File: config.mk
export PLATFORM = sky130hd
export DESIGN_NAME = cks_select
export DESIGN_NICKNAME = d
export VERILOG_FILES = /design/src/inc/cks_pkg.sv /design/src/rtl/cks_select.sv
export SDC_FILE = /design/constraint.sdc
export NUM_CORES = 1
export LEC_CHECK = 0
export BUFFER_PORTS_ARGS = -buffer_cell sky130_fd_sc_hd__buf_4
export CORE_ASPECT_RATIO = 1.5
export CORE_MARGIN = 8
export CORE_UTILIZATION = 35
export CTS_CLUSTER_DIAMETER = 200
export DETAILED_ROUTE_END_ITERATION = 16
export GPL_ROUTABILITY_DRIVEN = 0
export PLACE_DENSITY = 0.66
export SLEW_MARGIN = 20
export SYNTH_ARGS = -nofsm -noshare
export SYNTH_HDL_FRONTEND = slang
export SYNTH_SLANG_ARGS = --single-unit
File: constraint.sdc
create_clock -name sys_clk_i -period 4.6 [get_ports sys_clk_i]
set_clock_uncertainty 0.15 [all_clocks]
set_input_delay 0.92 -clock sys_clk_i [delete_from_list [all_inputs] [get_ports sys_clk_i]]
set_output_delay 0.92 -clock sys_clk_i [all_outputs]
set_load 0.005 [all_outputs]
File: src/inc/cks_pkg.sv
// Purpose: Constants and types for the system clock source selector.
// Assumes: 25 MHz system clock; Wishbone classic register access.
// Notes: Oscillator sources enter as single-cycle ticks.
`default_nettype none
package cks_pkg;
  // System clock rate.
  localparam int unsigned CLK_HZ = 25_000_000;
  localparam int unsigned CLK_NS = 1_000_000_000 / CLK_HZ;
  // Fail-safe monitor: longest silence of the running source.
  localparam int unsigned FAIL_SAFE_CLOCK_MONITOR_TIME_NS = 2000;
  localparam logic [7:0] FAIL_SAFE_CLOCK_MONITOR_CYC = 8'(FAIL_SAFE_CLOCK_MONITOR_TIME_NS / CLK_NS);
  // Register offsets (byte addresses).
  localparam logic [7:0] REG_CTRL = 8'h00;
  localparam logic [7:0] REG_DIV = 8'h04;
  localparam logic [7:0] REG_STAT = 8'h08;
  localparam logic [7:0] REG_CFG = 8'h0C;
  // Control register fields.
  localparam int unsigned CTRL_SRC_LSB = 0;
  localparam int unsigned CTRL_REQ_BIT = 4;
  // Status register fields.
  localparam int unsigned STAT_SRC_LSB = 0;
  localparam int unsigned STAT_SWEN_BIT = 4;
  localparam int unsigned STAT_FAIL_SAFE_CLOCK_MONITOR_BIT = 5;
  localparam int unsigned STAT_FAIL_BIT = 6;
  localparam int unsigned STAT_BUSY_BIT = 7;
  // Configuration word 2 field positions.
  localparam int unsigned CFG_MODE_LSB = 0;
  localparam int unsigned CFG_OUTFN_BIT = 5;
  localparam int unsigned CFG_SWMON_LSB = 6;
  localparam int unsigned CFG_ISRC_LSB = 8;
  // Erased configuration values.
  localparam logic [2:0] RST_ISRC = 3'h7;
  localparam logic [1:0] RST_MODE = 2'h3;
  localparam logic [1:0] RST_SWMON = 2'h3;
  localparam logic RST_OUTFN = 1'h1;
  localparam logic [2:0] RST_DIV = 3'h0;
  // Initial source codes.
  localparam logic [2:0] ISRC_FAST_RC = 3'h0;
  localparam logic [2:0] ISRC_FAST_RC_MUL = 3'h1;
  localparam logic [2:0] ISRC_PRIMARY = 3'h2;
  localparam logic [2:0] ISRC_PRIMARY_MUL = 3'h3;
  localparam logic [2:0] ISRC_SECONDARY = 3'h4;
  localparam logic [2:0] ISRC_LOW_POWER_RC = 3'h5;
  localparam logic [2:0] ISRC_RESERVED = 3'h6;
  localparam logic [2:0] ISRC_FAST_RC_DIV = 3'h7;
  // Primary mode codes.
  localparam logic [1:0] MODE_EXT_CLOCK = 2'h0;
  localparam logic [1:0] MODE_CRYSTAL = 2'h1;
  localparam logic [1:0] MODE_HS_CRYSTAL = 2'h2;
  localparam logic [1:0] MODE_OFF = 2'h3;
  // Multiplier extra ticks after each source tick.
  localparam logic [1:0] MUL_EXTRA = 2'h3;
  // Physical oscillator behind a selection.
  typedef enum logic [1:0] {
    OSC_PRIMARY = 2'h0,
    OSC_SECONDARY = 2'h1,
    OSC_FAST_RC = 2'h2,
    OSC_LOW_POWER_RC = 2'h3
  } cks_osc_t;
  // Controller states.
  typedef enum logic [2:0] {
    ST_BOOT = 3'h1,
    ST_RUN = 3'h2,
    ST_SWITCH = 3'h4
  } cks_st_t;
  // Decoded source selection.
  typedef struct packed {
    cks_osc_t osc;
    logic mul;
    logic div;
  } cks_sel_t;
  // Oscillator ticks.
  typedef struct packed {
    logic primary_osc;
    logic secondary_osc;
    logic fast_internal_rc;
    logic low_power_internal_rc;
  } cks_osc_ticks_t;
  // Wishbone request from the master.
  typedef struct packed {
    logic cyc;
    logic stb;
    logic we;
    logic [7:0] adr;
    logic [3:0] sel;
    logic [31:0] dat;
  } cks_wb_req_t;
  // Whole state of the selector.
  typedef struct packed {
    cks_st_t st;
    logic [2:0] src;
    logic [1:0] mode;
    logic [1:0] swmon;
    logic outfn;
    logic [2:0] nsrc;
    logic [2:0] div;
    logic [1:0] mul;
    logic [7:0] dcnt;
    logic [7:0] wcnt;
    logic fail;
    logic ptick;
    logic itick;
    logic itog;
    logic ack;
    logic [31:0] dat;
  } cks_state_t;
endpackage
`default_nettype wire

File: src/rtl/cks_select.sv
// Purpose: System clock source selector with multiplier, divider and fail-safe monitor.
// Assumes: Oscillator ticks are synchronous single-cycle pulses at least four cycles apart when multiplied.
// Notes: Clock outputs are tick strobes and levels in the 25 MHz domain.
//
// Chosen here: the address map and the Wishbone register port.
`timescale 1ns/1ns
`default_nettype none
// Function
// - Clock comes from exactly one of four oscillators.
// - Times-four multiplier only for primary or fast RC.
// - Programmable divider slows the fast RC clock.
// - Instruction clock is processor clock halved.
// - Instruction clock may drive the primary output pin.
// - Reset source from mode bits 1:0, source 10:8.
// - Erased device starts on divided fast RC.
// - Switching allowed only when upper field bit zero.
// - Fail-safe monitor only when both field bits zero.
// - Primary code 011 multiplies, 010 bypasses; modes 00/01/10.
// - Code 001 selects fast RC times four.
// - Code 000 selects plain fast RC, primary off.
// - Code 101 low-power RC; 110 reserved.
// - Code 100 selects the secondary oscillator.
// - Separate bit makes output pin clock or I/O.
module cks_select (
  // Clock, reset and enable.
  input wire logic sys_clk_i,
  input wire logic sys_rst_i,
  input wire logic ce_i,
  // Nonvolatile configuration word 2.
  input wire logic [15:0] cfg_word2_i,
  // Oscillator ticks.
  input wire cks_pkg::cks_osc_ticks_t osc_tick_i,
  // Wishbone slave.
  input wire cks_pkg::cks_wb_req_t wb_req_i,
  output logic wb_ack_o,
  output logic [31:0] wb_dat_o,
  // Clock outputs.
  output logic processor_clock_tick_o,
  output logic instruction_cycle_clock_tick_o,
  output logic instruction_cycle_clock_o,
  output logic primary_osc_en_o,
  output logic primary_osc_out_pin_o,
  output logic primary_osc_out_pin_oe_o
);

  cks_pkg::cks_state_t s_q;
  cks_pkg::cks_state_t s_d;
  cks_pkg::cks_sel_t sel;
  cks_pkg::cks_sel_t nsel;
  logic raw;
  logic nraw;
  logic wr;
  logic sw_en;
  logic fail_safe_clock_monitor_en;
  logic [7:0] dlim;

  // Decodes a source code and primary mode to an oscillator path.
  function automatic cks_pkg::cks_sel_t decode(input logic [2:0] code, input logic [1:0] mode);
    cks_pkg::cks_sel_t r;
    r.osc = cks_pkg::OSC_FAST_RC;
    r.mul = 1'b0;
    r.div = 1'b0;
    case (code)
      cks_pkg::ISRC_FAST_RC_MUL: begin
        r.mul = 1'b1;
      end
      cks_pkg::ISRC_PRIMARY, cks_pkg::ISRC_PRIMARY_MUL: begin
        // A primary selection with the primary disabled falls back to fast RC.
        if (mode != cks_pkg::MODE_OFF) begin
          r.osc = cks_pkg::OSC_PRIMARY;
          r.mul = (code == cks_pkg::ISRC_PRIMARY_MUL);
        end
      end
      cks_pkg::ISRC_SECONDARY: begin
        r.osc = cks_pkg::OSC_SECONDARY;
      end
      cks_pkg::ISRC_LOW_POWER_RC: begin
        r.osc = cks_pkg::OSC_LOW_POWER_RC;
      end
      cks_pkg::ISRC_FAST_RC_DIV, cks_pkg::ISRC_RESERVED: begin
        r.div = 1'b1;
      end
      default: begin
        r.osc = cks_pkg::OSC_FAST_RC;
      end
    endcase
    return r;
  endfunction

  // Picks the tick of one oscillator.
  function automatic logic pick(input cks_pkg::cks_osc_t osc, input cks_pkg::cks_osc_ticks_t t);
    logic r;
    r = 1'b0;
    case (osc)
      cks_pkg::OSC_PRIMARY: r = t.primary_osc;
      cks_pkg::OSC_SECONDARY: r = t.secondary_osc;
      cks_pkg::OSC_FAST_RC: r = t.fast_internal_rc;
      cks_pkg::OSC_LOW_POWER_RC: r = t.low_power_internal_rc;
      default: r = 1'b0;
    endcase
    return r;
  endfunction

  // Current and pending selections and the configuration gates.
  assign sel = decode(s_q.src, s_q.mode);
  assign nsel = decode(s_q.nsrc, s_q.mode);
  assign raw = pick(sel.osc, osc_tick_i);
  assign nraw = pick(nsel.osc, osc_tick_i);
  assign sw_en = (s_q.swmon[1] == 1'b0);
  assign fail_safe_clock_monitor_en = (s_q.swmon == 2'h0);
  assign dlim = 8'((9'h001 << s_q.div) - 9'h001);
  assign wr = wb_req_i.cyc & wb_req_i.stb & wb_req_i.we & ~s_q.ack & wb_req_i.sel[0];

  // Next-state logic for the whole selector.
  always_comb begin
    s_d = s_q;
    if (ce_i) begin
      // Bus answer one cycle after the request, dropped the cycle after.
      s_d.ack = wb_req_i.cyc & wb_req_i.stb & ~s_q.ack;
      s_d.dat = 32'h0000_0000;
      if (wb_req_i.cyc & wb_req_i.stb & ~wb_req_i.we & ~s_q.ack) begin
        case (wb_req_i.adr)
          cks_pkg::REG_CTRL: s_d.dat[cks_pkg::CTRL_SRC_LSB +: 3] = s_q.nsrc;
          cks_pkg::REG_DIV: s_d.dat[2:0] = s_q.div;
          cks_pkg::REG_STAT: begin
            s_d.dat[cks_pkg::STAT_SRC_LSB +: 3] = s_q.src;
            s_d.dat[cks_pkg::STAT_SWEN_BIT] = sw_en;
            s_d.dat[cks_pkg::STAT_FAIL_SAFE_CLOCK_MONITOR_BIT] = fail_safe_clock_monitor_en;
            s_d.dat[cks_pkg::STAT_FAIL_BIT] = s_q.fail;
            s_d.dat[cks_pkg::STAT_BUSY_BIT] = (s_q.st == cks_pkg::ST_SWITCH);
          end
          cks_pkg::REG_CFG: begin
            s_d.dat[cks_pkg::CFG_MODE_LSB +: 2] = s_q.mode;
            s_d.dat[cks_pkg::CFG_OUTFN_BIT] = s_q.outfn;
            s_d.dat[cks_pkg::CFG_SWMON_LSB +: 2] = s_q.swmon;
          end
          default: s_d.dat = 32'h0000_0000;
        endcase
      end
      if (wr && wb_req_i.adr == cks_pkg::REG_DIV) begin
        s_d.div = wb_req_i.dat[2:0];
      end
      // Fail flag clears on a write of one; a new failure below wins.
      if (wr && wb_req_i.adr == cks_pkg::REG_STAT && wb_req_i.dat[cks_pkg::STAT_FAIL_BIT]) begin
        s_d.fail = 1'b0;
      end
      // Processor tick: direct, multiplied or divided.
      s_d.ptick = 1'b0;
      if (s_q.st != cks_pkg::ST_BOOT) begin
        if (sel.mul) begin
          if (raw) begin
            s_d.ptick = 1'b1;
            s_d.mul = cks_pkg::MUL_EXTRA;
          end else if (s_q.mul != 2'h0) begin
            s_d.ptick = 1'b1;
            s_d.mul = s_q.mul - 2'h1;
          end
        end else if (sel.div) begin
          if (raw) begin
            if (s_q.dcnt >= dlim) begin
              s_d.dcnt = 8'h00;
              s_d.ptick = 1'b1;
            end else begin
              s_d.dcnt = s_q.dcnt + 8'h01;
            end
          end
        end else begin
          s_d.ptick = raw;
        end
      end
      // Instruction clock toggles on every processor tick.
      s_d.itick = s_q.ptick & s_q.itog;
      if (s_q.ptick) begin
        s_d.itog = ~s_q.itog;
      end
      // Silence counter of the running source.
      if (raw) begin
        s_d.wcnt = 8'h00;
      end else if (s_q.wcnt != cks_pkg::FAIL_SAFE_CLOCK_MONITOR_CYC) begin
        s_d.wcnt = s_q.wcnt + 8'h01;
      end
      case (s_q.st)
        cks_pkg::ST_BOOT: begin
          // Configuration is caught once after reset release.
          s_d.src = cfg_word2_i[cks_pkg::CFG_ISRC_LSB +: 3];
          s_d.mode = cfg_word2_i[cks_pkg::CFG_MODE_LSB +: 2];
          s_d.swmon = cfg_word2_i[cks_pkg::CFG_SWMON_LSB +: 2];
          s_d.outfn = cfg_word2_i[cks_pkg::CFG_OUTFN_BIT];
          s_d.nsrc = cfg_word2_i[cks_pkg::CFG_ISRC_LSB +: 3];
          s_d.wcnt = 8'h00;
          s_d.st = cks_pkg::ST_RUN;
        end
        cks_pkg::ST_RUN: begin
          if (wr && wb_req_i.adr == cks_pkg::REG_CTRL) begin
            s_d.nsrc = wb_req_i.dat[cks_pkg::CTRL_SRC_LSB +: 3];
            if (wb_req_i.dat[cks_pkg::CTRL_REQ_BIT] && sw_en) begin
              s_d.st = cks_pkg::ST_SWITCH;
            end
          end
        end
        cks_pkg::ST_SWITCH: begin
          // Old source runs until the new one proves alive.
          if (nraw) begin
            s_d.src = s_q.nsrc;
            s_d.mul = 2'h0;
            s_d.dcnt = 8'h00;
            s_d.wcnt = 8'h00;
            s_d.st = cks_pkg::ST_RUN;
          end
        end
        default: begin
          s_d.st = cks_pkg::ST_RUN;
        end
      endcase
      // Fail-safe: a silent source gives way to the fast RC.
      if (fail_safe_clock_monitor_en && s_q.st != cks_pkg::ST_BOOT && s_q.wcnt == cks_pkg::FAIL_SAFE_CLOCK_MONITOR_CYC
          && s_q.src != cks_pkg::ISRC_FAST_RC) begin
        s_d.src = cks_pkg::ISRC_FAST_RC;
        s_d.nsrc = cks_pkg::ISRC_FAST_RC;
        s_d.fail = 1'b1;
        s_d.mul = 2'h0;
        s_d.wcnt = 8'h00;
        s_d.st = cks_pkg::ST_RUN;
      end
    end
  end

  // State register with erased-device defaults.
  always_ff @(posedge sys_clk_i) begin
    if (sys_rst_i) begin
      s_q <= '0;
      s_q.st <= cks_pkg::ST_BOOT;
      s_q.src <= cks_pkg::RST_ISRC;
      s_q.mode <= cks_pkg::RST_MODE;
      s_q.swmon <= cks_pkg::RST_SWMON;
      s_q.outfn <= cks_pkg::RST_OUTFN;
      s_q.nsrc <= cks_pkg::RST_ISRC;
      s_q.div <= cks_pkg::RST_DIV;
    end else begin
      s_q <= s_d;
    end
  end

  // Outputs from the state register, the primary enable decoded from it.
  assign wb_ack_o = s_q.ack;
  assign wb_dat_o = s_q.dat;
  assign processor_clock_tick_o = s_q.ptick;
  assign instruction_cycle_clock_tick_o = s_q.itick;
  assign instruction_cycle_clock_o = s_q.itog;
  assign primary_osc_en_o = (sel.osc == cks_pkg::OSC_PRIMARY);
  assign primary_osc_out_pin_o = s_q.itog;
  // Pin drives the clock only in external clock or primary-off modes.
  assign primary_osc_out_pin_oe_o = s_q.outfn & s_q.st != cks_pkg::ST_BOOT
    & (s_q.mode == cks_pkg::MODE_EXT_CLOCK | s_q.mode == cks_pkg::MODE_OFF);

  // Checks on the selector.
  AST_MUL_BURST: assert property (@(posedge sys_clk_i) disable iff (sys_rst_i)
    (ce_i && raw && sel.mul && s_q.st != cks_pkg::ST_BOOT) |=> processor_clock_tick_o[*4])
    else $error("Multiplier did not give four ticks.");
  AST_MUL_SOURCES: assert property (@(posedge sys_clk_i) disable iff (sys_rst_i)
    sel.mul |-> (sel.osc == cks_pkg::OSC_PRIMARY || sel.osc == cks_pkg::OSC_FAST_RC))
    else $error("Multiplier on wrong source.");
  AST_DIV_FRC: assert property (@(posedge sys_clk_i) disable iff (sys_rst_i)
    sel.div |-> (sel.osc == cks_pkg::OSC_FAST_RC && !sel.mul))
    else $error("Divider outside fast RC path.");
  AST_INSTR_HALF: assert property (@(posedge sys_clk_i) disable iff (sys_rst_i)
    (ce_i && processor_clock_tick_o) |=> (instruction_cycle_clock_o != $past(instruction_cycle_clock_o)))
    else $error("Instruction clock missed a processor tick.");
  AST_PIN_GATE: assert property (@(posedge sys_clk_i) disable iff (sys_rst_i)
    primary_osc_out_pin_oe_o |-> (s_q.outfn && s_q.mode != cks_pkg::MODE_CRYSTAL))
    else $error("Output pin driven without its function bit.");
  AST_BOOT_CAPTURE: assert property (@(posedge sys_clk_i) disable iff (sys_rst_i)
    (ce_i && s_q.st == cks_pkg::ST_BOOT) |=> (s_q.src == $past(cfg_word2_i[10:8])
    && s_q.mode == $past(cfg_word2_i[1:0]) && s_q.st == cks_pkg::ST_RUN))
    else $error("Configuration not captured at boot.");
  AST_ERASED_DEFAULT: assert property (@(posedge sys_clk_i)
    (!sys_rst_i && $past(sys_rst_i)) |-> (s_q.src == 3'h7 && s_q.mode == 2'h3 && sel.div))
    else $error("Reset source is not divided fast RC.");
  AST_SWITCH_LOCK: assert property (@(posedge sys_clk_i) disable iff (sys_rst_i)
    (s_q.st == cks_pkg::ST_RUN && s_q.swmon[1]) |=> s_q.st != cks_pkg::ST_SWITCH)
    else $error("Switch started while locked.");
  AST_FAIL_SAFE_CLOCK_MONITOR_GATE: assert property (@(posedge sys_clk_i) disable iff (sys_rst_i)
    $rose(s_q.fail) |-> ($past(s_q.swmon) == 2'h0 && s_q.src == 3'h0 && $past(s_q.wcnt) == 8'd50))
    else $error("Fail-safe acted while disabled.");
  AST_PRIMARY_OFF: assert property (@(posedge sys_clk_i) disable iff (sys_rst_i)
    (s_q.src == 3'h0 || s_q.src[2]) |-> !primary_osc_en_o)
    else $error("Primary enabled for internal source.");

  // Direct path passes each source tick after one cycle.
  AST_DIRECT_TICK: assert property (@(posedge sys_clk_i) disable iff (sys_rst_i)
    (ce_i && raw && !sel.mul && !sel.div && s_q.st != cks_pkg::ST_BOOT)
    |=> processor_clock_tick_o)
    else $error("Direct path lost a source tick.");
  // No processor tick leaves while the configuration is being caught.
  AST_BOOT_QUIET: assert property (@(posedge sys_clk_i) disable iff (sys_rst_i)
    (ce_i && s_q.st == cks_pkg::ST_BOOT)
    |=> !processor_clock_tick_o)
    else $error("Processor tick during boot.");
  // Every second processor tick gives an instruction tick.
  AST_INSTR_TICK: assert property (@(posedge sys_clk_i) disable iff (sys_rst_i)
    (ce_i && processor_clock_tick_o && instruction_cycle_clock_o)
    |=> instruction_cycle_clock_tick_o)
    else $error("Instruction tick missing.");
  // No instruction tick without a processor tick before it.
  AST_INSTR_ONLY: assert property (@(posedge sys_clk_i) disable iff (sys_rst_i)
    (ce_i && !processor_clock_tick_o)
    |=> !instruction_cycle_clock_tick_o)
    else $error("Instruction tick without processor tick.");
  // The pin carries the clock only in the modes that free it.
  AST_PIN_MODE: assert property (@(posedge sys_clk_i) disable iff (sys_rst_i)
    primary_osc_out_pin_oe_o
    |-> (s_q.mode == cks_pkg::MODE_EXT_CLOCK || s_q.mode == cks_pkg::MODE_OFF))
    else $error("Output pin driven in a crystal mode.");
  // A disabled monitor never raises the fail flag.
  AST_FAIL_SAFE_CLOCK_MONITOR_OFF: assert property (@(posedge sys_clk_i) disable iff (sys_rst_i)
    (ce_i && s_q.swmon != 2'h0 && !s_q.fail)
    |=> !s_q.fail)
    else $error("Fail flag set with monitor disabled.");
  // Primary with multiplier runs the primary through the multiplier.
  AST_PRIMARY_MUL: assert property (@(posedge sys_clk_i) disable iff (sys_rst_i)
    (s_q.src == cks_pkg::ISRC_PRIMARY_MUL && s_q.mode != cks_pkg::MODE_OFF)
    |-> (sel.mul && primary_osc_en_o))
    else $error("Primary multiplied code not honoured.");
  // Primary without multiplier bypasses it.
  AST_PRIMARY_BYPASS: assert property (@(posedge sys_clk_i) disable iff (sys_rst_i)
    (s_q.src == cks_pkg::ISRC_PRIMARY && s_q.mode != cks_pkg::MODE_OFF)
    |-> (!sel.mul && primary_osc_en_o))
    else $error("Primary bypass code not honoured.");
  // Fast RC with multiplier.
  AST_FAST_MUL: assert property (@(posedge sys_clk_i) disable iff (sys_rst_i)
    (s_q.src == cks_pkg::ISRC_FAST_RC_MUL)
    |-> (sel.mul && sel.osc == cks_pkg::OSC_FAST_RC))
    else $error("Fast RC multiplied code not honoured.");
  // Plain fast RC has neither multiplier nor divider.
  AST_FAST_PLAIN: assert property (@(posedge sys_clk_i) disable iff (sys_rst_i)
    (s_q.src == cks_pkg::ISRC_FAST_RC)
    |-> (sel.osc == cks_pkg::OSC_FAST_RC && !sel.mul && !sel.div))
    else $error("Plain fast RC code not honoured.");
  // Low-power RC runs without the multiplier.
  AST_LOW_POWER: assert property (@(posedge sys_clk_i) disable iff (sys_rst_i)
    (s_q.src == cks_pkg::ISRC_LOW_POWER_RC)
    |-> (sel.osc == cks_pkg::OSC_LOW_POWER_RC && !sel.mul))
    else $error("Low-power RC code not honoured.");
  // Secondary oscillator runs plain.
  AST_SECONDARY: assert property (@(posedge sys_clk_i) disable iff (sys_rst_i)
    (s_q.src == cks_pkg::ISRC_SECONDARY)
    |-> (sel.osc == cks_pkg::OSC_SECONDARY && !sel.mul && !sel.div))
    else $error("Secondary code not honoured.");
  // A low clock enable freezes the whole state.
  AST_CE_FREEZE: assert property (@(posedge sys_clk_i) disable iff (sys_rst_i)
    (!ce_i)
    |=> $stable(s_q))
    else $error("State moved with clock enable low.");

endmodule
`default_nettype wire

Word level (Yosys, flattened, before mapping):

Cells that the tools add are included.

* flip-flop bits (word level): 72
* bits of input ports: 70
* output and inout bits: 39

* add/sub/neg operators: 4
* magnitude comparators: 1
* equal/unequal tests: 31
* shift operators: 1
* muxes and demuxes: 45
* bitwise logic cells: 15
* reduce and logical (&&, ||, !) cells: 28

Operators with widths (count)
* $mux W8: 7
* $pmux W3 S2: 4
* $eq A3 B3 Y1 const B: 7
* $mux W10: 2
* $mux W18: 1
* $mux W3: 6
* $add A8 B1 Y8 const B: 2
* $eq A8 B4 Y1 const B: 2
* $pmux W8 S2: 1
* $eq A3 B2 Y1 const B: 5
* $mux W6: 2
* $pmux W2 S3: 2
* $and A1 B1 Y1: 10
* $eq A2 B2 Y1 const B: 5
* $mux W1: 10
* $mux W9: 1
* $reduce_bool A3 Y1: 3
* $eq A8 B3 Y1 const B: 1
* $eq A8 B6 Y1 const B: 1
* $ge A8 B8 Y1: 1
* $logic_and A1 B1 Y1: 8
* $logic_not A2 Y1: 4
* $logic_not A8 Y1: 1
* $mux W2: 4
* 21 further kinds: 35

Logic depth before layout (Yosys ltp):

Gate-level depths: netlist of the first run.

* depth in word-level cells: 12
* mapped depth: 16
* depth with buffers taken out: 13

Worst setup path after synthesis of the first run:

OpenSTA, ideal clock, no wires.

* path kind: register to register
* from: reg s_q[57] (netlist bit)
* to: reg s_q[52] (netlist bit)
* library setup time: 0.058 ns
* data arrival time: 3.040 ns
* required time: 4.392 ns
* slack: 1.352 ns
* stages on the path, launching flop included: 16
* buffers on the path: 3
* cells stage by stage: dfxtp_1 > clkbuf_1 > or3_1 > ha_1 > clkbuf_1 > nor3_1 > a21oi_1 > o21a_1 > ha_1 > a21o_1 > a221oi_1 > o21ai_0 > a311o_1 > buf_6 > nor3_1 > o22a_1

* cells in the longest elaborated chain, start to end: 10

RTL lines
* start: declaration: RTL line cks_select.sv:46 `cks_pkg::cks_state_t s_q;`
* $shl A1 B3 Y8 (*): RTL line cks_select.sv:111 `assign dlim = 8'((9'h001 << s_q.div) - 9'h001);`
* $sub A8 B1 Y8 (*): RTL line cks_select.sv:111
* $ge A8 B8 Y1 (*): RTL line cks_select.sv:160 `if (s_q.dcnt >= dlim) begin`
* $mux W8 (*): RTL line cks_select.sv:160
* $mux W8 (*): RTL line cks_select.sv:159 `if (raw) begin`
* $mux W8 (*): RTL line cks_select.sv:158 `end else if (sel.div) begin`
* $mux W8 (*): RTL line cks_select.sv:150 `if (sel.mul) begin`
* $mux W10 (*): RTL line cks_select.sv:149 `if (s_q.st != cks_pkg::ST_BOOT) begin`
* $mux W18: RTL line cks_select.sv:203 `if (nraw) begin`
* $mux W10 (*): RTL line cks_select.sv:182 `case (s_q.st)`

Mark *: on every way between the ends. The rest lies on a longest branch, timed or not.
A chain may end at the register's enable or synchronous reset.

Worst setup path after layout of the first run:

* from: reg s_q[57] (netlist bit)
* to: reg s_q[48] (netlist bit)

Same word-level chain as after synthesis.

==> run_results.csv, run 1 <==
group,metric,value,unit
drt,vias,2732,
cts,clk_pin_slew,70,ps
cts,postCtsSetupRepairBufs,0,
synthesis,yosys_register_bits,47,
pwr,vdd_ir_drop_max,0.145,mV
synthesis,yosysSeqAreaShare,0.305,
sta,finalHoldViolations,0,
cts,clockBufferDepth,2,
pwr,seq_power_share,0.435,
worst_setup_path,path_max_fanout,12,
layout,n_antenna_cell,0,
place,port_buffers,45,
grt,grt_usage,0.126,
cts,numCtsBuffers,5,
worst_setup_path,critical_path_class,"flop to flop",
synthesis,synth.distinct_cells,64,
place,dp_hpwl,6000,um
sta,setup_viol,0,
cts,clockRootBuffer,"clkbuf_16",
floorplan,core,0.00872,mm^2
cts,cts_hold_buf,0,
layout,drive_gt1_frac,0.163,
sta,setup_tns,0,ps
sta,fmax,286,MHz
cts,cts-resized-gates,0,
floorplan,die_w,92.7,um
worst_setup_path,rrSetupSlack,1110,ps
synthesis,async_reset_ff_frac,0,
synthesis,syn_area,0.00309,mm^2
synthesis,synth_edf_count,0,
grt,overflow,0,
synthesis,synth_warnings,0,
worst_hold_path,holdCritPathClass,"flop to flop",
worst_setup_path,crit_path_end_kind,"flop",
outcome,status,"completed",
worst_setup_path,required,4680,ps
floorplan,io_pins,109,
drt,routed_wirelength,7800,um
cts,worstSkewPairLatency,300,ps
cts,tritoncts,"yes",
drt,wl_per_cell,15.1,um
synthesis,synthFlopType,"dfxtp_1",
pwr,power.switching,257,uW
drt,drt_iter0_markers,107,
place,dp_slack,1120,ps
floorplan,dieHeight,131,um
cts,htreeDepth,2,
synthesis,syn_inst,377,
floorplan,std_cell_rows,42,
pwr,combPwrFrac,0.141,
floorplan,dieArea,0.0121,mm^2
sta,finalCriticalPeriod,3490,ps
synthesis,synth_largest_area_cell,"dfxtp_1",
pwr,p_int,739,uW
sta,fin_crit_sh,0.759,
synthesis,postSynthAreaPerCell,8.19,um^2
sta,relSlewSlack,0.554,
sta,rsz0062_at_grt,"false",
place,place_area,0.00334,mm^2
synthesis,synthTopCellsByCount,"49 x nand2_1, 47 x dfxtp_1, 34 x buf_4, 30 x nor2_1, 17 x nand3_1",
drt,vias_per_cell,5.29,
pwr,p_per_area,283,mW/mm^2
sta,fin_ws,1110,ps
drt,ant_nets,0,
synthesis,synth_most_common_cell,"nand2_1",
drt,drtPass1Iterations,5,
synthesis,yosysTopAreaCellShare,0.305,
sta,drv_slew,0,
layout,layout.nets,491,
run,cap_viol_max_count,0,
pwr,p_clk_frac,0.424,
layout,areaGrowthSynthToFinish,13.8,%
grt,grt_max_degree,35,
floorplan,initial_core_util,0.354,
grt,grt_pass1_vias,2672,
pwr,p_sw_frac,0.258,
sta,tightest_slew,663,ps
grt,grt_pass1_wl,12200,um
grt,antenna_found_initial,0,
layout,final_area,0.00351,mm^2
worst_setup_path,startpoint_type,"flop",
drt,route.detailed.drc,0,
worst_setup_path,crit_arrival,3580,ps
synthesis,synth_area_leaders,"dfxtp_1 30%, buf_4 8.3%, ha_1 6.5%",
pwr,leakage,1.48,nW
cts,clock-sinks,47,
-- logic make-up (layout without fill, tap and decap cells) --
kind of cell / count (synthesis) / in the layout / synth area share
xor+xnor: 6 / 6 / 0.0170
mux: 12 / 12 / 0.0515
simple gates: 157 / 157 / 0.260
flops: 47 / 47 / 0.305
fa+ha+maj: 16 / 16 / 0.0648
buf+inv: 62 / 67 / 0.120
compound gates: 75 / 75 / 0.180
other cells: 2 / 26 / 0.00243
-- power groups by stage --
stage	combinational, mW	clock, mW	sequential, mW
6_report	0.141	0.422	0.433
5_1_grt	0.155	0.450	0.435
4_1_cts	0.141	0.436	0.433
3_5_place_dp	0.139	0	0.442
3_3_place_gp	0.137	0	0.442
2_1_floorplan	0.108	0	0.438
-- worst paths after layout --
check	from	end	depth (start not counted)
min reg2reg	instruction_cycle_clock_tick_o	instruction_cycle_clock_tick_o	2
min	instruction_cycle_clock_tick_o	instruction_cycle_clock_tick_o	2
max reg2reg	s_q[57]	s_q[48]	12
max	s_q[57]	s_q[48]	12
-- layout by cell type, fill, tap and decap left out, types with 8 or more instances in the layout --
master and count:
nand2_1 49, buf_4 47, dfxtp_1 47, nor2_1 30, conb_1 26, nand3_1 17
ha_1 16, a21oi_1 12, nor3_1 12, inv_1 11, o21ai_0 11, mux2i_1 8
-- through the flow --
| step | instances | hold WS [ps] | util | total power [mW] |
|---|---|---|---|---|
| 6_report | 516 | 320 | 0.403 | 0.996 |
| 2_1_floorplan | 401 | 299 | - | 0.546 |
| 5_1_grt | 516 | 365 | 0.403 | 1.04 |
| 3_5_place_dp | 508 | 307 | 0.383 | 0.581 |
| 4_1_cts | 516 | 318 | 0.403 | 1.01 |
| 3_3_place_gp | 508 | 303 | 0.383 | 0.579 |
-- layer usage --
layer,part of all wire,GRT usage
met3,0.055,0.0269
met2,0.52,0.234
met1,0.39,0.120
met4,0.039,0.0886
met5,0,0
-- state kept, by name (all words and copies together) (netlist names) --
register and flops:
wb_ack_o 1, wb_dat_o 7, s_q 36, processor_clock_tick_o 1, instruction_cycle_clock_o 1, instruction_cycle_clock_tick_o 1
-- critical path: stages (launching register included) --
cell and delay, ps:
dfxtp_1 380, or3_1 420, ha_1 280, nor3_1 160
a21oi_1 60, o21a_1 180, ha_1 170, a21o_1 170
a221oi_1 250, o21ai_0 230, a311o_1 510, nor4b_1 340
a211o_1 140
-- layout make-up --
cell class | instances | area [um^2]
Multi-Input combinational cell | 292 | 1870
Fill cell | 899 | 5210
Inverter | 12 | 45.0
Clock inverter | 3 | 46.3
Sequential cell | 47 | 941
Tap cell | 110 | 138
Clock buffer | 5 | 125
Timing Repair Buffer | 47 | 353
(Power assumes the default switching activity.)
==> run 2, diff against run 1 <==
- clock period: 4.6 -> 3.25 ns (I/O delays scaled with it)
==> run 2 against run 1 <==
  * Wire length is 2.8% higher
  * Register-to-register slack worse by 930 ps
  * Critical endpoint is now s_q[52]
  * Sequential cell count stayed put
  * Sequential power is 42% higher
  * Cell area is 3.3% higher
  * Clock power is 43% higher
  * Hold slack better by 2.6 ps
  * Core utilization is 1.3 points higher
  * Die area stayed put
  * Count of clock-buffer cells in the layout stayed put
==> run_results.csv, run 2 (synthesized netlist as in run 1, its figures left out) <==
group,metric,value,unit
cts,tritoncts,"yes",
worst_hold_path,hp-start,"instruction_cycle_clock_tick_o",
worst_setup_path,reg2reg_to,"s_q[52]",
sta,drv_slew,0,
place,place_area,0.00342,mm^2
pwr,vdd_ir_drop_max,0.307,mV
layout,regMostFlops,"s_q",
grt,grt_usage,0.131,
outcome,status,"completed",
layout,layout_commonest_cell,"buf_4",
worst_hold_path,min_to,"instruction_cycle_clock_tick_o",
layout,areaGrowthSynthToFinish,17.6,%
drt,dr_wl_met3,553,um
worst_hold_path,holdCritPathClass,"flop to flop",
drt,wl_met1,2860,um
drt,route.detailed.drc,0,
worst_setup_path,rr_worst_depth,13,
sta,fin_crit_sh,0.944,
pwr,leakage,1.55,nW
drt,wl_per_cell,15.2,um
layout,largest_reg_flops,36,
layout,seq_area,941,um^2
worst_setup_path,path_max_fanout,10,
layout,multi_input_area,0.00190,mm^2
cts,numCtsBuffers,5,
cts,clock-sinks,47,
worst_hold_path,holdPathStages,2,
drt,vias,2819,
drt,met2_length,4180,um
cts,worstSkewPairLatency,300,ps
grt,grt_pass1_vias,2765,
layout,layout.nets,502,
worst_setup_path,required,3340,ps
grt,antenna_found_initial,0,
floorplan,dieHeight,131,um
drt,ant_nets,0,
sta,tightest_slew,757,ps
sta,setup_viol,0,
sta,fmax,326,MHz
cts,cts_hold_buf,0,
worst_setup_path,path_cells,"or3_4 > ha_4 > xor2_1 > nor2_1 > a21oi_1 > ha_1 > and2_1 > a221oi_2 > o21ai_2 > a311o_1 > buf_4 > nor3_1 > o22a_1",
drt,drtPass1Iterations,5,
floorplan,die_w,92.7,um
worst_setup_path,crit_arrival,3160,ps
sta,finalHoldViolations,0,
floorplan,std_cell_rows,42,
floorplan,core,0.00872,mm^2
cts,clockRootBuffer,"clkbuf_16",
floorplan,dieArea,0.0121,mm^2
run,cap_viol_max_count,0,
layout,final_area,0.00363,mm^2
cts,htreeDepth,2,
layout,n_antenna_cell,0,
layout,n_fill_cell,896,
worst_setup_path,critical_path_class,"flop to flop",
floorplan,initial_core_util,0.354,
sta,relSlewSlack,0.494,
worst_setup_path,crit_family,"compound AO/OA/AOI/OAI gates",
drt,drt_iter0_markers,159,
pwr,p_per_area,392,mW/mm^2
layout,layout_common_cells,"58 x buf_4, 49 x nand2_1, 47 x dfxtp_1",
worst_setup_path,crit_buf_inv,1,
floorplan,io_pins,109,
place,port_buffers,45,
worst_setup_path,r2r-start,"s_q[57]",
worst_setup_path,slowest_delay,410,ps
worst_setup_path,rrSetupSlack,180,ps
worst_setup_path,cp_slowest_cell,"or3_4",
cts,clockBufferDepth,2,
grt,grt_max_degree,35,
worst_setup_path,crit_path_end_kind,"flop",
sta,finalCriticalPeriod,3070,ps
drt,top_layer_used,"met4",
place,dp_hpwl,6210,um
sta,setup_tns,0,ps
worst_setup_path,startpoint_type,"flop",
grt,overflow,0,
drt,routed_wirelength,8020,um
drt,vias_per_cell,5.35,
grt,grt_pass1_wl,12600,um
cts,clk_pin_slew,70,ps
layout,drive_gt1_frac,0.197,
==> run 2: cell types whose count changed in the layout (fill, tap and decap cells not counted), sizes merged <==
| cell | change |
|---|---|
| buf | +11 |
| clkinv | +1 |
| clkinvlp | -1 |
==> run 2: worst reg2reg max path, stage by stage, from the launching register on <==
cell      delay, ps
dfxtp_1         310
or3_4           410
ha_4            190
xor2_1          140
nor2_1           60
a21oi_1         140
ha_1            250
and2_1          160
a221oi_2        270
o21ai_2         110
a311o_1         310
buf_4           180
nor3_1          200
o22a_1          150
==> run 2: final cells by class <==
type                            count  area share
Multi-Input combinational cell    292       0.523
Clock buffer                        5      0.0345
Inverter                           12      0.0124
Timing Repair Buffer               58       0.120
Tap cell                          110      0.0379
Sequential cell                    47       0.259
Clock inverter                      3      0.0131
==> run 2: worst max-delay path by stage <==
stage,from,end,depth (start not counted)
after floorplan,s_q[57],s_q[52],15
after global placement,s_q[57],s_q[50],13
after detailed placement,s_q[57],s_q[52],13
after CTS,s_q[57],s_q[52],13
after global routing,s_q[57],s_q[51],15
final,s_q[57],s_q[52],13
==> run 2: power by group <==
| part | internal (mW) | switching, mW | total [mW] |
|---|---|---|---|
| combinational | 0.0926 | 0.112 | 0.205 |
| sequential | 0.592 | 0.0217 | 0.614 |
| clock | 0.367 | 0.237 | 0.605 |
==> run 2: repair_timing <==
item / CTS / global route
setup endpoints to repair: 7 / 9
pin swaps: 0 / 3
setup buffers: 1 / 0
gates resized for setup: 2 / 5
==> run 2: per-stage QoR <==
stage | total power [mW] | hold slack (ps) | cells | setup slack (ps) | util
5_1_grt | 1.49 | 365 | 527 | -1.18 | 0.416
4_1_cts | 1.44 | 327 | 527 | 4.61 | 0.413
6_report | 1.42 | 322 | 527 | 181 | 0.416
3_3_place_gp | 0.823 | 302 | 518 | -14.9 | 0.392
3_5_place_dp | 0.828 | 317 | 518 | -86.0 | 0.392
2_1_floorplan | 0.773 | 299 | 401 | 2.33 | -
==> run 2: layer usage <==
layer / global-route usage / up-vias
li1: - / 1375
met1: 0.116 / 1321
met2: 0.243 / 99
met3: 0.0314 / 24
met4: 0.110 / 0
met5: 0 / -
==> run 3, diff against run 2 <==
==> constraint.sdc (replaced) <==
create_clock -name sys_clk_i -period 3.25 [get_ports sys_clk_i]
set_clock_uncertainty 0.15 [all_clocks]
set_input_delay 0.975 -clock sys_clk_i [delete_from_list [all_inputs] [get_ports sys_clk_i]]
set_output_delay 0.975 -clock sys_clk_i [all_outputs]
set_load 0.005 [all_outputs]
==> run 3 against run 2 <==
  * First-iteration DRC count grew 3.1%
  * Die area is the same
  * Sequential cell count unchanged
  * Cell area fell by 0.45%
  * Hold slack lost 3.0 ps
  * Register-to-register slack got worse by 30 ps
  * Global-route usage is 0.24 points lower
  * Critical path type unchanged
==> run_results.csv, run 3 (synthesized netlist as in run 1, its figures left out) <==
group,metric,value,unit
grt,grt_usage,0.128,
worst_setup_path,path_max_fanout,10,
cts,clockBufferDepth,2,
pwr,p_per_area,373,mW/mm^2
cts,tritoncts,"yes",
cts,htreeDepth,2,
drt,ant_nets,0,
drt,wl_per_cell,15.2,um
drt,drtPass1Iterations,4,
layout,utilization,0.414,
worst_setup_path,cp_slowest_cell,"or3_4",
sta,fin_ws,151,ps
sta,fin_crit_sh,0.953,
worst_setup_path,critical_path_class,"flop to flop",
place,dp_hpwl,6160,um
sta,finalHoldViolations,0,
floorplan,core,0.00872,mm^2
pwr,leakage,1.53,nW
drt,routed_wirelength,7990,um
drt,vias_per_cell,5.25,
drt,route.detailed.drc,0,
floorplan,die_w,92.7,um
floorplan,std_cell_rows,42,
layout,areaGrowthSynthToFinish,17.1,%
sta,drv_slew,0,
floorplan,io_pins,109,
layout,layout_common_cells,"58 x buf_4, 49 x nand2_1, 47 x dfxtp_1",
worst_setup_path,slowest_delay,400,ps
worst_setup_path,crit_buf_inv,1,
worst_setup_path,required,3340,ps
outcome,status,"completed",
sta,tightest_slew,749,ps
layout,layout_commonest_cell,"buf_4",
sta,setup_tns,0,ps
cts,clk_pin_slew,70,ps
grt,overflow,0,
cts,clockRootBuffer,"clkbuf_16",
place,port_buffers,45,
grt,grt_pass1_vias,2710,
layout,layout.nets,502,
grt,grt_max_degree,35,
place,place_area,0.00342,mm^2
sta,rsz0062_at_grt,"true",
sta,setup_viol,0,
grt,antenna_found_initial,0,
cts,clock-sinks,47,
cts,numCtsBuffers,5,
sta,fmax,323,MHz
layout,seq_area,941,um^2
layout,final_area,0.00361,mm^2
pwr,vdd_ir_drop_max,0.206,mV
sta,relSlewSlack,0.497,
pwr,total_power,1.35,mW
worst_setup_path,crit_family,"compound AO/OA/AOI/OAI gates",
layout,drive_gt1_frac,0.201,
place,dp_slack,-107,ps
cts,worstSkewPairLatency,290,ps
floorplan,initial_core_util,0.354,
drt,vias,2768,
sta,finalCriticalPeriod,3100,ps
layout,n_antenna_cell,0,
floorplan,dieArea,0.0121,mm^2
worst_hold_path,holdCritPathClass,"flop to flop",
run,cap_viol_max_count,0,
worst_setup_path,crit_path_end_kind,"flop",
worst_setup_path,crit_arrival,3190,ps
floorplan,dieHeight,131,um
drt,drt_iter0_markers,164,
layout,regMostFlops,"s_q",
layout,n_fill_cell,893,
layout,multi_input_area,0.00191,mm^2
worst_setup_path,path_cells,"or3_4 > ha_4 > xor2_1 > nor2_1 > a21oi_1 > ha_1 > and2_1 > a221oi_2 > o21ai_2 > a311o_1 > buf_4 > nor3_1 > o22a_1",
worst_setup_path,startpoint_type,"flop",
grt,grt_pass1_wl,12600,um
layout,largest_reg_flops,36,
[run 3: metrics by stage]
| step | hold WS, ps | std cells |
|---|---|---|
| floorplan | 299 | 401 |
| global placement | 302 | 518 |
| detailed placement | 309 | 518 |
| CTS | 320 | 527 |
| global route | 356 | 527 |
| finish | 319 | 527 |
[run 3: worst register-to-register path, stage by stage (launching register included)]
cell and delay, ps:
dfxtp_1 310, or3_4 400, ha_4 190, xor2_1 140
nor2_1 60, a21oi_1 150, ha_1 250, and2_1 160
a221oi_2 270, o21ai_2 110, a311o_1 310, buf_4 180
nor3_1 200, o22a_1 150
[run 3: cell type report]
| cell class | count | area share |
|---|---|---|
| clock buffer | 5 | 0.0346 |
| tap | 110 | 0.0381 |
| timing repair buffer | 58 | 0.120 |
| inverter | 12 | 0.0125 |
| multi-input combinational | 292 | 0.528 |
| clock inverter | 3 | 0.00658 |
| sequential | 47 | 0.260 |
[run 3: worst paths after layout]
path / startpoint / depth (start not counted) / slack [ps] / to
setup / recovery: s_q[57] / 13 / 150 / s_q[52]
hold / removal: instruction_cycle_clock_tick_o / 2 / 320 / instruction_cycle_clock_tick_o
setup reg to reg: s_q[57] / 13 / 150 / s_q[52]
hold reg to reg: instruction_cycle_clock_tick_o / 2 / 320 / instruction_cycle_clock_tick_o
[run 3: per-layer routing]
layer | vias to the layer above | part of all wire | track usage
met3 | 11 | 0.064 | 0.0292
met2 | 94 | 0.53 | 0.241
met1 | 1285 | 0.38 | 0.127
li1 | 1378 | - | -
met4 | 0 | 0.026 | 0.0705
met5 | - | 0 | 0
[run 3: repair_timing]
action	CTS	global route
resized for setup	2	7
hold buffers	0	0
hold endpoints to repair	0	0
cloned	0	0
endpoints found under the setup margin	6	9
setup buffers	1	0
pin swaps	0	2
[run 3: power breakdown]
part	leakage [nW]	switching, mW	total (mW)	internal, mW
Combinational	1.08	0.114	0.206	0.0928
Sequential	0.382	0.0217	0.614	0.592
Clock	0.0664	0.240	0.528	0.288
